## src/uvlo_pkg.sv

```systemverilog
// Purpose: constants for the input threshold and current trim register bank
// Assumes: word-wide command writes already decoded from the management bus
// Notes:   linear format, 5-bit exponent over 11-bit mantissa
package uvlo_pkg;
   localparam logic [7:0]  CMD_ON_THRESH   = 8'h35;
   localparam logic [7:0]  CMD_OFF_THRESH  = 8'h36;
   localparam logic [7:0]  CMD_CUR_TRIM    = 8'h39;
   localparam int          EXP_LSB         = 11;
   localparam logic [4:0]  THRESH_EXP      = 5'h1E;
   localparam logic [4:0]  TRIM_EXP        = 5'h1C;
   localparam logic [10:0] ON_MIN          = 11'h011;
   localparam logic [10:0] ON_MAX          = 11'h01F;
   localparam logic [10:0] ON_RESET        = 11'h012;
   localparam logic [10:0] OFF_MIN         = 11'h010;
   localparam logic [10:0] OFF_MAX         = 11'h01E;
   localparam logic [10:0] OFF_RESET       = 11'h010;
   localparam logic [6:0]  TRIM_RESET      = 7'h00;
   localparam int          TRIM_LOW_BITS   = 6;
   localparam int          TRIM_SIGN_BIT   = 10;
endpackage

```

## src/uvlo_regs.sv

```systemverilog
// Purpose: input turn-on/turn-off thresholds and output current offset trim
// Assumes: host interface presents one-cycle write strobe with full word
// Notes:   rejected writes pulse invalid-data; status flags live elsewhere
//
// Functional notes
// - turn-on register holds start input voltage
// - in-range values round to nearest step
// - out-of-range turn-on write rejected, flagged, alert
// - turn-on codes 17 to 31 accepted
// - turn-on resets to code 18
// - threshold exponents fixed at minus two
// - turn-on must stay above turn-off
// - exponent over mantissa, only low bits writable
// - turn-off register holds stop input voltage
// - out-of-range turn-off write rejected, flagged, alert
// - turn-off codes 16 to 30, reset 16
// - turn-off writable width resolved to five bits
// - store-all copies registers to nonvolatile memory
// - trim applied to current readback and limits
// - trim 62.5 mA steps, -4 to +3.9375
// - trim aliases, exponent fixed, upper bits sign
`timescale 1ns/100ps
module uvlo_regs (
   input  wire logic        core_clk,
   input  wire logic        nrst,
   input  wire logic        wr_stb,
   input  wire logic [7:0]  wr_cmd,
   input  wire logic [15:0] wr_data,
   input  wire logic        store_all,
   input  wire logic        nvm_ready,
   input  wire logic [15:0] raw_current,
   input  wire logic [15:0] raw_oc_fault,
   input  wire logic [15:0] raw_oc_warn,
   output logic [15:0]      on_thresh_word,
   output logic [15:0]      off_thresh_word,
   output logic [15:0]      trim_word,
   output logic [15:0]      current_readback,
   output logic [15:0]      oc_fault_limit,
   output logic [15:0]      oc_warn_limit,
   output logic             cml_fault,
   output logic             invalid_data,
   output logic             alert_req,
   output logic             nvm_wr,
   output logic [47:0]      nvm_data
);
   typedef struct packed {
      logic [10:0] on_mant;
      logic [10:0] off_mant;
      logic [6:0]  trim;      // sign plus six low bits
      logic        bad;
      logic        nvm_wr;
      logic [47:0] nvm_data;
      logic [15:0] cur;
      logic [15:0] ocf;
      logic [15:0] ocw;
   } uvlo_state_t;

   uvlo_state_t st_reg;
   uvlo_state_t st_next;

   // quarter-volt code from a linear word, rounded to nearest step
   function automatic logic [15:0] uvlo_to_code(input logic [15:0] w);
      logic signed [4:0]  e;
      logic [10:0]        m;
      logic [31:0]        v;
      e = w[15:11];
      m = w[10:0];
      v = 32'h0;
      if (e >= -5'sd2) begin
         v = {21'h0, m} << (e + 5'sd2);
      end else begin
         // add half the dropped weight before the shift
         v = ({21'h0, m} + (32'h1 << (-e - 5'sd3))) >> (-e - 5'sd2);
      end
      uvlo_to_code = (v > 32'h0000FFFF) ? 16'hFFFF : v[15:0];
   endfunction

   // trim in 1/16 A units, sign extended from the 7-bit stored trim
   function automatic logic [15:0] uvlo_trim_ext(input logic [6:0] t);
      uvlo_trim_ext = {{10{t[6]}}, t[5:0]};
   endfunction

   always_comb begin
      logic [15:0] code;
      logic        on_ok;
      logic        off_ok;
      logic [15:0] ext;
      code = uvlo_to_code(wr_data);
      on_ok = 1'b0;
      off_ok = 1'b0;
      ext = uvlo_trim_ext(st_reg.trim);
      st_next = st_reg;
      st_next.bad = 1'b0;
      st_next.nvm_wr = 1'b0;
      if (wr_stb && wr_cmd == uvlo_pkg::CMD_ON_THRESH) begin
         on_ok = (code >= {5'h0, uvlo_pkg::ON_MIN})
              && (code <= {5'h0, uvlo_pkg::ON_MAX});
         // compared with the stored turn-off after rounding
         on_ok = on_ok && (code > {5'h0, st_reg.off_mant});
         if (on_ok) begin
            st_next.on_mant = code[10:0];
         end else begin
            st_next.bad = 1'b1;
         end
      end
      if (wr_stb && wr_cmd == uvlo_pkg::CMD_OFF_THRESH) begin
         off_ok = (code >= {5'h0, uvlo_pkg::OFF_MIN})
               && (code <= {5'h0, uvlo_pkg::OFF_MAX});
         off_ok = off_ok && (code < {5'h0, st_reg.on_mant});
         if (off_ok) begin
            // range 16..30 needs five writable bits, not four or seven
            st_next.off_mant = code[10:0];
         end else begin
            st_next.bad = 1'b1;
         end
      end
      if (wr_stb && wr_cmd == uvlo_pkg::CMD_CUR_TRIM) begin
         // exponent ignored; bits 9:6 dropped so values alias
         st_next.trim = {wr_data[uvlo_pkg::TRIM_SIGN_BIT],
                         wr_data[uvlo_pkg::TRIM_LOW_BITS-1:0]};
      end
      if (store_all && nvm_ready) begin
         st_next.nvm_wr = 1'b1;
         st_next.nvm_data = {on_thresh_word, off_thresh_word, trim_word};
      end
      // offset in 62.5 mA counts added to current and both limits
      st_next.cur = raw_current + ext;
      st_next.ocf = raw_oc_fault + ext;
      st_next.ocw = raw_oc_warn + ext;
   end

   always_ff @(posedge core_clk or negedge nrst) begin
      if (!nrst) begin
         st_reg <= '0;
         st_reg.on_mant <= uvlo_pkg::ON_RESET;
         st_reg.off_mant <= uvlo_pkg::OFF_RESET;
         st_reg.trim <= uvlo_pkg::TRIM_RESET;
      end else begin
         st_reg <= st_next;
      end
   end

   // fixed exponents in front of the stored mantissas
   assign on_thresh_word  = {uvlo_pkg::THRESH_EXP, st_reg.on_mant};
   assign off_thresh_word = {uvlo_pkg::THRESH_EXP, st_reg.off_mant};
   assign trim_word       = {uvlo_pkg::TRIM_EXP,
                             {4{st_reg.trim[6]}}, st_reg.trim};
   assign current_readback = st_reg.cur;
   assign oc_fault_limit   = st_reg.ocf;
   assign oc_warn_limit    = st_reg.ocw;
   assign cml_fault    = st_reg.bad;
   assign invalid_data = st_reg.bad;
   assign alert_req    = st_reg.bad;
   assign nvm_wr       = st_reg.nvm_wr;
   assign nvm_data     = st_reg.nvm_data;
endmodule

```

## config.mk

```make
export PLATFORM = sky130hd
export DESIGN_NAME = uvlo_regs
export DESIGN_NICKNAME = d
export VERILOG_FILES = /design/src/uvlo_pkg.sv /design/src/uvlo_regs.sv
export SDC_FILE = /design/constraint.sdc
export NUM_CORES = 1
export LEC_CHECK = 0
export CAP_MARGIN = 10
export CORE_ASPECT_RATIO = 1.5
export CORE_MARGIN = 5
export CORE_UTILIZATION = 39
export DETAILED_ROUTE_END_ITERATION = 7
export DONT_BUFFER_PORTS = 1
export HOLD_SLACK_MARGIN = 0.15
export PLACE_DENSITY_LB_ADDON = 0.1
export SYNTH_ARGS = -nofsm -noshare
export SYNTH_HDL_FRONTEND = slang
export SYNTH_SLANG_ARGS = --single-unit
```

## constraint.sdc

```tcl
create_clock -name core_clk -period 3.13 [get_ports core_clk]
set_input_delay 0.626 -clock core_clk [delete_from_list [all_inputs] [get_ports core_clk]]
set_output_delay 0.626 -clock core_clk [all_outputs]
set_load 0.05 [all_outputs]
```

Yosys cells after proc, flatten, opt, wreduce, memory -nomap -nowiden
Index checks and enable logic that the tools add are counted.

word-level totals
  flip-flop bits (word level) = 120
  input port bits = 77
  output and inout port bits = 148

operators by class
  add/subtract/negate cells = 8
  magnitude comparators = 8
  equal/unequal tests = 3
  shift-type cells = 3
  multiplexer cells = 7
  reduce and logical (&&, ||, !) cells = 10

operators with widths
  operator                number
  $mux W49                1
  $add A16 B16 Y16        3
  $add A11 B32 Y32        1
  $ge A16 B5 Y1 const B   2
  $gt A32 B16 Y1 const B  1
  $le A16 B5 Y1 const B   2
  $mux W32                1
  $shl A1 B5 Y32 const A  1
  $shl A11 B5 Y32         1
  $shr A32 B5 Y32         1
  $eq A8 B6 Y1 const B    3
  $gt A16 B11 Y1          1
  $lt A16 B11 Y1          1
  $mux W16                1
  $sub A5 B3 Y5 const B   2
  $logic_and A1 B1 Y1     8
  $add A5 B3 Y5 const B   1
  $ge A5 B2 Y1 const B    1
  $neg A5 Y5              1
  $mux W1                 4
  $reduce_and A2 Y1       2

Longest topological paths before layout
Gate-level depths: netlist of the first run.

  depth after elaboration = 15
  gate-level depth with buffers = 38
  gate-level depth less buffers = 30

Worst setup path before layout of the first run
OpenSTA, ideal clock, no wires.

  path type = input-to-reg
  from = in wr_data[11]
  to = reg st_reg, in the netlist off_thresh_word[3]
  setup time = 0.128 ns
  arrival = 8.941 ns
  setup slack = -5.939 ns
  cell stages on the path = 37
  buffers on the path = 8
  cells stage by stage = buf_2 inv_1 buf_2 buf_1 clkbuf_1 clkbuf_1 ha_1 xnor2_2 inv_1 ha_1 nand2b_1 o22ai_4 xnor2_2 buf_2 buf_2 nor3_1 ha_1 fa_1 a211oi_1 o21ai_0 a221o_1 nand3_1 a2111oi_0 or4_4 or2_2 a31oi_1 nand3_1 ha_1 a21oi_1 nor2b_1 a2111oi_0 nand2b_1 a221oi_1 a211oi_1 nor3_2 buf_4 mux2_1

on the way
  word-level cells in the longest chain between the ends = 12

ends and longest elaborated chain
  element                                                RTL line                            text
  start: declaration                                     uvlo_regs.sv:28                     input wire logic [15:0] wr_data,
  $neg A5 Y5                                             uvlo_regs.sv:73                     v = ({21'h0, m} + (32'h1 << (-e - 5'sd3))) >> (-e - 5'sd2);
  $sub A5 B3 Y5                                          uvlo_regs.sv:73
  $shl A1 B5 Y32                                         uvlo_regs.sv:73
  $add A11 B32 Y32                                       uvlo_regs.sv:73
  $shr A32 B5 Y32                                        uvlo_regs.sv:73
  $mux W32 (*)                                           uvlo_regs.sv:69                     if (e >= -5'sd2) begin
  $gt A32 B16 Y1                                         uvlo_regs.sv:75                     uvlo_to_code = (v > 32'h0000FFFF) ? 16'hFFFF : v[15:0];
  $mux W16 (*)                                           uvlo_regs.sv:75
  $ge A16 B5 Y1 / $le A16 B5 Y1 (equally long branches)  uvlo_regs.sv:107, uvlo_regs.sv:108
  $logic_and A1 B1 Y1                                    uvlo_regs.sv:108                    && (code <= {5'h0, uvlo_pkg::OFF_MAX});
  $logic_and A1 B1 Y1                                    uvlo_regs.sv:109                    off_ok = off_ok && (code < {5'h0, st_reg.on_mant});
  $reduce_and A2 Y1 (no line)                            --
  end signal: assignment                                 uvlo_regs.sv:139                    st_reg <= st_next;
  end: declaration                                       uvlo_regs.sv:58                     uvlo_state_t st_reg;

Every way passes the cells marked *; elsewhere a longest branch is shown, timed or not.
A chain may end at the register's enable or synchronous reset.

Worst setup path after layout of the first run
  from = in wr_data[12]
  to = reg st_reg, in the netlist on_thresh_word[3]

on the way
  word-level cells in the longest chain between the ends = 12

ends and longest elaborated chain
  element                                                RTL line                          text
  $neg A5 Y5                                             uvlo_regs.sv:73
  $sub A5 B3 Y5                                          uvlo_regs.sv:73
  $shl A1 B5 Y32                                         uvlo_regs.sv:73
  $add A11 B32 Y32                                       uvlo_regs.sv:73
  $shr A32 B5 Y32                                        uvlo_regs.sv:73
  $mux W32 (*)                                           uvlo_regs.sv:69
  $gt A32 B16 Y1                                         uvlo_regs.sv:75
  $mux W16 (*)                                           uvlo_regs.sv:75
  $ge A16 B5 Y1 / $le A16 B5 Y1 (equally long branches)  uvlo_regs.sv:96, uvlo_regs.sv:97
  $logic_and A1 B1 Y1                                    uvlo_regs.sv:97                   && (code <= {5'h0, uvlo_pkg::ON_MAX});
  $logic_and A1 B1 Y1                                    uvlo_regs.sv:99                   on_ok = on_ok && (code > {5'h0, st_reg.off_mant});
  $reduce_and A2 Y1 (no line)                            --

Marked as above.

==> results.sh, run 1 <==
export IMPL_cts_tree="yes"
export IMPL_hold_slack_ns=-0.0435
export IMPL_crit_slowest_cell="o41a_1"
export IMPL_avgViaCountPerCell=5.84
export IMPL_drc=0
export IMPL_synth_area_um2=10800
export IMPL_arrival_ns=6.41
export IMPL_synth_top_family_by_area="compound AO/OA/AOI/OAI gates"
export IMPL_fin_crit_ns=6.16
export IMPL_hpwl_um=36700
export IMPL_die_w_um=146
export IMPL_vias=11700
export IMPL_die_area_um2=31200
export IMPL_root_buffer="clkbuf_16"
export IMPL_async_reset_ff_share_pct=100
export IMPL_synth_edf_count=0
export IMPL_start_kind="primary input"
export IMPL_place_ws_ns=-3.59
export IMPL_grt_antenna_before_repair=1
export IMPL_crit_cells=30
export IMPL_synth_simple_area_share_pct=20.4
export IMPL_wl_um=46100
export IMPL_cp_end_kind="register"
export IMPL_syn_avg_cell_area_um2=8.20
export IMPL_fin_tns_setup_ns=-66.55
export IMPL_wire_per_inst_um=23.0
export IMPL_htreeDepth=3
export IMPL_overflow=0
export IMPL_r2r_end="oc_fault_limit[14]$_DFF_PN0_"
export IMPL_clk_path_buf_depth=2
export IMPL_row_count=74
export IMPL_start_util_pct=39.6
export IMPL_numPortBuffers=0
export IMPL_numCtsBuffers=9
export IMPL_die_y_um=214
export IMPL_r2r_start="trim_word[0]$_DFFE_PN0P_"
export IMPL_slew_headroom_pct=32.6
export IMPL_synth_distinct_cells=98
export IMPL_max_freq_ghz=0.162
export IMPL_wl_met3_um=2270
export IMPL_hp_class="in2async"
export IMPL_place_congestion=1.00
export IMPL_core_area_um2=27300
export IMPL_worstMarginPinSlew_ns=1.01
export IMPL_crit_type="in2reg"
export IMPL_route_met2_wl_um=24500
export IMPL_gr_usage_all_layers_pct=28.2
export IMPL_power_density_nw_per_um2=404
export IMPL_synth_compound_area_share_pct=24.6
export IMPL_drv_cap=0
export IMPL_worst_path_buf_inv=4
export IMPL_drtIter0Drc=791
export IMPL_ys_flop_type="dfrtp_1"
export IMPL_finalMaxSlewViolations=0
export IMPL_highest_layer="met4"
export IMPL_reg2reg_depth=16
export IMPL_status="complete, but fails checks"
export IMPL_n_antenna_cell=0
export IMPL_worst_path_max_fanout=35
export IMPL_grt_pass1_vias=11900
export IMPL_insertion_delay_ns=0.36
export IMPL_fillCellCount=2576
export IMPL_path_common_cell="ha_4"
export IMPL_area_growth_pct=40.1
export IMPL_nNetsFinal=1821
export IMPL_cts_clk_slew_worst_paths_ns=0.08
export IMPL_netlist_instances=1317
export IMPL_wl_met1_um=16000
export IMPL_ir_drop_v=0.000309
export IMPL_synthXorXnorAreaFrac_pct=5.00
export IMPL_required_ns=3.38
export IMPL_synth_seq_area_share_pct=25.3
export IMPL_finalHoldViolations=89
export IMPL_fin_skew_ns=0.00887
export IMPL_r2r_slack_ns=0.05
export IMPL_ant_nets=0
export IMPL_drive_above_1_share_pct=38.9
export IMPL_synthAdderAreaFrac_pct=10.2
export IMPL_p_leak_nw=6.84
export IMPL_firstDrtPassIters=6
export IMPL_violations="hold timing, setup timing"
export IMPL_muxShareOfSynthArea_pct=5.93
export IMPL_grt_pass1_wl_um=68400
export IMPL_grt_max_degree=110
export IMPL_crit_family="compound AO/OA/AOI/OAI gates"
export IMPL_slowest_delay_ns=0.48
export IMPL_finalCritPeriodShare_pct=197
export IMPL_ios=225
export IMPL_worst_slack_ns=-3.03
export IMPL_setup_viol=23
export IMPL_rsz0062_at_grt="true"
export IMPL_yosys_warnings=0
export IMPL_cts_sinks=109
export IMPL_ys_seq_elements=109
-- through the flow --
step | utilization, % | hold slack, ns | std cells | instance area, um^2 | power, mW
floorplan | - | 0.330 | 1334 | 11200 | 3.47
global placement | 50.5 | 0.333 | 1943 | 13800 | 4.57
detailed placement | 50.5 | 0.333 | 1943 | 13800 | 4.57
CTS | 53.5 | -0.0631 | 1987 | 14600 | 5.97
global route | 55.4 | -0.0619 | 2005 | 15100 | 6.39
finish | 55.4 | -0.0435 | 2005 | 15100 | 6.12
-- area by class of cell --
cell class	count	area [um^2]	share of cell area, %
tap	342	428	2.83
clock buffer	10	239	1.58
sequential	109	2740	18.1
timing repair buffer	420	3250	21.4
multi-input combinational	1035	8060	53.3
inverter	83	323	2.13
clock inverter	6	95.1	0.628
-- power breakdown --
part           internal [mW]  switching [mW]  total [mW]
clock network          0.731           0.561        1.29
logic                   1.29            1.52        2.81
registers               1.52           0.499        2.02
-- placed cells by master, fill, tap and decap left out, types with 14 or more instances in the layout --
master    count
o21ai_1      20
xnor2_1      39
nor2_1       97
ha_1         63
buf_4       409
nand2_1     124
o21ai_2      14
nand4_1      19
nor3_1       25
o211ai_1     21
a211oi_1     16
o21ai_0      59
a21oi_2      16
conb_1       19
nand3_1      36
ha_4         14
nand2b_1     16
mux2_2       20
dfrtp_1     100
inv_1        75
a21oi_1      60
-- flip-flops by register name (all words and copies together), names as in the netlist --
register          count
alert_req             1
current_readback     16
nvm_data             30
trim_word             7
nvm_wr                1
oc_warn_limit        16
oc_fault_limit       16
off_thresh_word      11
on_thresh_word       11
-- worst register-to-register path: cells and delay by family (launching register included) --
kind | cells | cell delay (ns)
fa+ha+maj | 2 | 0.38
compound gates | 11 | 1.57
flops | 1 | 0.47
simple gates | 2 | 0.54
buf+inv | 1 | 0.05
-- worst max-delay path by stage --
| stage | start | end |
|---|---|---|
| floorplan | wr_data[11] | on_thresh_word[2]$_DFFE_PN0P_ |
| global placement | wr_data[12] | off_thresh_word[1]$_DFFE_PN0P_ |
| detailed placement | wr_data[12] | off_thresh_word[1]$_DFFE_PN0P_ |
| CTS | wr_data[12] | on_thresh_word[2]$_DFFE_PN0P_ |
| global route | wr_data[12] | on_thresh_word[2]$_DFFE_PN0P_ |
| finish | wr_data[12] | on_thresh_word[3]$_DFFE_PN0P_ |
-- per-layer routing --
metal  vias to the layer above  global-route usage, %
met3                       152                   3.42
met2                       480                   55.1
met5                         -                      0
met1                      5575                   28.7
met4                         0                   17.0
li1                       5507                      -
-- kinds of logic after synthesis --
logic type               after synthesis
AO/OA/AOI/OAI                        387
XOR/XNOR                              55
adder cells (fa/ha/maj)               86
buffers and inverters                191
flip-flops                           109
multiplexers                          48
other                                  2
AND/OR/NAND/NOR                      439
-- Yosys cell counts, types with 12 or more instances --
| master | instances | area (um^2) |
|---|---|---|
| mux2i_1 | 12 | 120 |
| a21o_1 | 12 | 90.1 |
| nand2b_1 | 18 | 113 |
| inv_1 | 82 | 308 |
| nor2_1 | 109 | 409 |
| nand2_1 | 128 | 480 |
| a21boi_0 | 17 | 128 |
| o2111ai_1 | 14 | 123 |
| nor3_1 | 33 | 165 |
| mux2_2 | 21 | 236 |
| buf_2 | 23 | 115 |
| nand3_1 | 37 | 185 |
| ha_1 | 82 | 1030 |
| a21oi_1 | 77 | 385 |
| clkbuf_1 | 36 | 135 |
| o211ai_1 | 21 | 158 |
| o21ai_0 | 92 | 460 |
| nand4_1 | 19 | 119 |
| dfrtp_1 | 106 | 2650 |
| a211oi_1 | 20 | 150 |
| xnor2_1 | 41 | 359 |
| nor2b_1 | 12 | 75.1 |
| buf_4 | 42 | 315 |
-- timing repair --
action                                  in CTS  in global routing
endpoints found under the setup margin      29                 35
setup buffers                               28                 19
gates resized for setup                     62                 91
gates cloned                                 1                  0
pin swaps                                   72                 56
endpoints found under the hold margin      109                109
Note: power is estimated with default switching activity, not from simulation.
==> run 2: changes to the inputs <==
Settings changed: SKIP_CTS_REPAIR_TIMING set to 1.
==> results.sh, run 2 (synthesis results as in run 1) <==
export IMPL_finalCritPeriodShare_pct=202
export IMPL_multi_input_area_um2=7820
export IMPL_htreeDepth=3
export IMPL_fillCellCount=2630
export IMPL_grt_antenna_before_repair=1
export IMPL_avgViaCountPerCell=5.83
export IMPL_worst_slack_ns=-3.19
export IMPL_insertion_delay_ns=0.36
export IMPL_cts_tree="yes"
export IMPL_ant_nets=0
export IMPL_required_ns=3.38
export IMPL_finalMaxSlewViolations=0
export IMPL_fin_skew_ns=0.00883
export IMPL_firstDrtPassIters=6
export IMPL_drv_cap=0
export IMPL_finalHoldViolations=106
export IMPL_drtIter0Drc=757
export IMPL_die_y_um=214
export IMPL_status="complete, but fails checks"
export IMPL_arrival_ns=6.56
export IMPL_violations="hold timing, setup timing"
export IMPL_cts_clk_slew_worst_paths_ns=0.08
export IMPL_r2r_end="current_readback[14]$_DFF_PN0_"
export IMPL_area_growth_pct=36.5
export IMPL_grt_max_degree=110
export IMPL_root_buffer="clkbuf_16"
export IMPL_largest_register_ffs=30
export IMPL_row_count=74
export IMPL_power_density_nw_per_um2=407
export IMPL_numCtsBuffers=9
export IMPL_dp_cells=1943
export IMPL_grt_pass1_vias=11700
export IMPL_start_kind="primary input"
export IMPL_core_area_um2=27300
export IMPL_wire_per_inst_um=22.8
export IMPL_worstMarginPinSlew_ns=0.991
export IMPL_place_congestion=1.00
export IMPL_numPortBuffers=0
export IMPL_wl_um=45300
export IMPL_drive_above_1_share_pct=36.5
export IMPL_grt_pass1_wl_um=67300
export IMPL_cts_sinks=109
export IMPL_die_w_um=146
export IMPL_r2r_slack_ns=0.12
export IMPL_start_util_pct=39.6
export IMPL_hp_class="in2async"
export IMPL_drc=0
export IMPL_fin_crit_ns=6.32
export IMPL_reg2reg_depth=17
export IMPL_clk_path_buf_depth=2
export IMPL_ios=225
export IMPL_overflow=0
export IMPL_final_cell_mix="buf_4, nand2_1, nor2_1"
export IMPL_path_common_cell="buf_4"
export IMPL_p_leak_nw=6.69
export IMPL_die_area_um2=31200
export IMPL_final_common_cell="buf_4"
export IMPL_ir_drop_v=0.000307
export IMPL_hpwl_um=36700
export IMPL_cp_end_kind="register"
export IMPL_final_cells=1987
export IMPL_crit_slowest_cell="nor4_1"
export IMPL_n_antenna_cell=0
export IMPL_setup_viol=23
export IMPL_worst_path_max_fanout=41
export IMPL_crit_type="in2reg"
export IMPL_vias=11600
export IMPL_max_freq_ghz=0.158
export IMPL_rsz0062_at_grt="true"
export IMPL_fin_tns_setup_ns=-69.98
export IMPL_slowest_delay_ns=0.56
export IMPL_nNetsFinal=1803
export IMPL_slew_headroom_pct=33.7
export IMPL_gr_usage_all_layers_pct=27.8
export IMPL_seq_area_um2=2740
export IMPL_hold_slack_ns=-0.0472
export IMPL_r2r_start="trim_word[0]$_DFFE_PN0P_"
## run 2: worst max path at each step
stage | startpoint | end
after floorplan | wr_data[11] | on_thresh_word[2]$_DFFE_PN0P_
final | wr_data[12] | on_thresh_word[3]$_DFFE_PN0P_
after CTS | wr_data[12] | off_thresh_word[1]$_DFFE_PN0P_
after global placement | wr_data[12] | off_thresh_word[1]$_DFFE_PN0P_
after detailed placement | wr_data[12] | off_thresh_word[1]$_DFFE_PN0P_
after global routing | wr_data[12] | on_thresh_word[2]$_DFFE_PN0P_
## run 2: power by group
part	internal [mW]	switching (mW)	total [mW]	leakage, nW
clock network	0.731	0.561	1.29	0.157
registers	1.52	0.498	2.02	1.27
logic	1.23	1.46	2.69	5.26
## run 2: stage by stage
step                worst slack (ns)  utilization, %  area [um^2]  power, mW
floorplan                      -4.18               -        11200       3.47
global placement               -3.44            50.5        13800       4.57
detailed placement             -3.59            50.5        13800       4.57
CTS                            -3.23            51.8        14100       5.87
global route                   -3.46            54.0        14800       6.28
finish                         -3.19            54.0        14800       6.00
## run 2: worst max-delay path: cells and delay by family
family	cells	cell delay, ns
fa+ha+maj	3	0.82
simple gates	7	1.59
mux	1	0.30
buf+inv	6	1.21
xor+xnor	2	0.47
compound gates	7	1.52
## run 2: layer usage
layer  routed length, um  vias to the layer above  share of wire [%]  GRT usage, %
met1               15700                     5521                 35          28.3
met4                2980                        0                6.6          15.1
met2               24300                      452                 54          54.8
met5                   0                        -                  0             0
met3                2290                      135                5.0          3.42
li1                    -                     5467                  -             -
## run 2: layout make-up
| type | count | share of cell area (%) |
|---|---|---|
| tap | 342 | 2.90 |
| inverter | 83 | 2.19 |
| clock buffer | 10 | 1.62 |
| timing repair buffer | 402 | 21.0 |
| clock inverter | 6 | 0.645 |
| sequential | 109 | 18.6 |
| multi-input combinational | 1035 | 53.0 |
==> run 3: changes to the inputs <==
Settings changed: BUFFER_PORTS_ARGS set to -buffer_cell sky130_fd_sc_hd__buf_2, DONT_BUFFER_PORTS 1 to not set.
==> results.sh, run 3 (synthesis results as in run 1) <==
export IMPL_status="complete, but fails checks"
export IMPL_violations="setup timing"
export IMPL_finalHoldViolations=0
export IMPL_largest_register_ffs=30
export IMPL_hpwl_um=38300
export IMPL_hold_slack_ns=0.155
export IMPL_worst_slack_ns=-3.07
export IMPL_final_cell_mix="buf_4, buf_2, nand2_1"
export IMPL_drtIter0Drc=604
export IMPL_grt_pass1_vias=12400
export IMPL_reg2reg_depth=17
export IMPL_drv_cap=0
export IMPL_vias=12300
export IMPL_path_common_cell="ha_4"
export IMPL_die_area_um2=31200
export IMPL_clk_path_buf_depth=2
export IMPL_fillCellCount=2609
export IMPL_cp_end_kind="register"
export IMPL_fin_tns_setup_ns=-67.44
export IMPL_p_leak_nw=7.45
export IMPL_numCtsBuffers=9
export IMPL_start_util_pct=39.6
export IMPL_power_density_nw_per_um2=394
export IMPL_htreeDepth=3
export IMPL_gr_usage_all_layers_pct=28.7
export IMPL_setup_viol=23
export IMPL_arrival_ns=6.45
export IMPL_grt_antenna_before_repair=4
export IMPL_die_y_um=214
export IMPL_numPortBuffers=205
export IMPL_finalCritPeriodShare_pct=198
export IMPL_overflow=0
export IMPL_worst_path_max_fanout=7
export IMPL_nNetsFinal=1997
export IMPL_wl_um=46100
export IMPL_core_area_um2=27300
export IMPL_crit_type="in2reg"
export IMPL_root_buffer="clkbuf_16"
export IMPL_r2r_slack_ns=0.15
export IMPL_ant_nets=0
export IMPL_hp_class="in2async"
export IMPL_grt_pass1_wl_um=70000
export IMPL_firstDrtPassIters=5
export IMPL_cts_tree="yes"
export IMPL_insertion_delay_ns=0.37
export IMPL_finalMaxSlewViolations=0
export IMPL_ios=225
export IMPL_cts_clk_slew_worst_paths_ns=0.08
export IMPL_fin_skew_ns=0.0124
export IMPL_wire_per_inst_um=21.1
export IMPL_final_common_cell="buf_4"
export IMPL_place_congestion=1.02
export IMPL_rsz0062_at_grt="true"
export IMPL_slew_headroom_pct=32.6
export IMPL_grt_max_degree=87
export IMPL_fin_crit_ns=6.20
export IMPL_area_growth_pct=44.7
export IMPL_max_freq_ghz=0.161
export IMPL_worstMarginPinSlew_ns=1.01
export IMPL_crit_slowest_cell="a2111o_1"
export IMPL_cts_sinks=109
export IMPL_start_kind="primary input"
export IMPL_avgViaCountPerCell=5.63
export IMPL_required_ns=3.37
export IMPL_drive_above_1_share_pct=43.0
export IMPL_ir_drop_v=0.000260
export IMPL_row_count=74
export IMPL_die_w_um=146
export IMPL_slowest_delay_ns=0.47
export IMPL_drc=0
==> run 3: final cells by class <==
type	count	area, um^2	area share [%]
inverter	83	328	2.10
clock buffer	9	225	1.44
multi-input combinational	1034	7800	49.9
sequential	109	2740	17.5
tap	342	428	2.74
clock inverter	7	66.3	0.424
timing repair buffer	597	4040	25.8
antenna	4	10.0	0.0640
==> run 3: path summary, 6_finish.rpt <==
check,from,end
max in group asynchronous,nrst,off_thresh_word[4]$_DFFE_PN1P_
worst min-delay path,nrst,oc_fault_limit[10]$_DFF_PN0_
min in group core_clk,nvm_data[41]$_DFFE_PN0P_,nvm_data[41]$_DFFE_PN0P_
worst max register to register,trim_word[0]$_DFFE_PN0P_,oc_fault_limit[14]$_DFF_PN0_
worst max-delay path,wr_data[11],on_thresh_word[2]$_DFFE_PN0P_
worst min register to register,nvm_data[41]$_DFFE_PN0P_,nvm_data[41]$_DFFE_PN0P_
==> run 3: critical path, delay by kind of cell <==
family / cells / cell delay [ns]
AO/OA/AOI/OAI: 10 / 2.94
XOR/XNOR: 3 / 0.50
AND/OR/NAND/NOR: 7 / 0.87
adder cells (fa/ha/maj): 4 / 0.73
multiplexers: 1 / 0.30
buffers and inverters: 5 / 0.48
==> run 3: metrics by stage <==
| stage | total power, mW | setup slack (ns) | cell area (um^2) | utilization (%) | std cells |
|---|---|---|---|---|---|
| after floorplan | 3.47 | -4.18 | 11200 | - | 1334 |
| final | 6.15 | -3.07 | 15600 | 57.2 | 2185 |
| after CTS | 6.03 | -3.22 | 15100 | 55.2 | 2163 |
| after global placement | 4.85 | -3.53 | 14800 | 54.1 | 2147 |
| after detailed placement | 4.86 | -3.59 | 14800 | 54.1 | 2147 |
| after global routing | 6.47 | -3.37 | 15600 | 57.2 | 2185 |
==> run 3: power breakdown <==
part / internal, mW / switching, mW / leakage [nW]
clock: 0.561 / 0.582 / 0.144
combinational: 1.38 / 2.06 / 6.03
sequential: 1.52 / 0.0454 / 1.27
==> run 3: layer usage <==
metal  track usage, %  wire length, um  vias up
met5                0                0        -
met4             23.7             4410        0
met3             3.76             2350      168
met2             52.8            23300      510
met1             28.9            16000     5762
li1                 -                -     5855
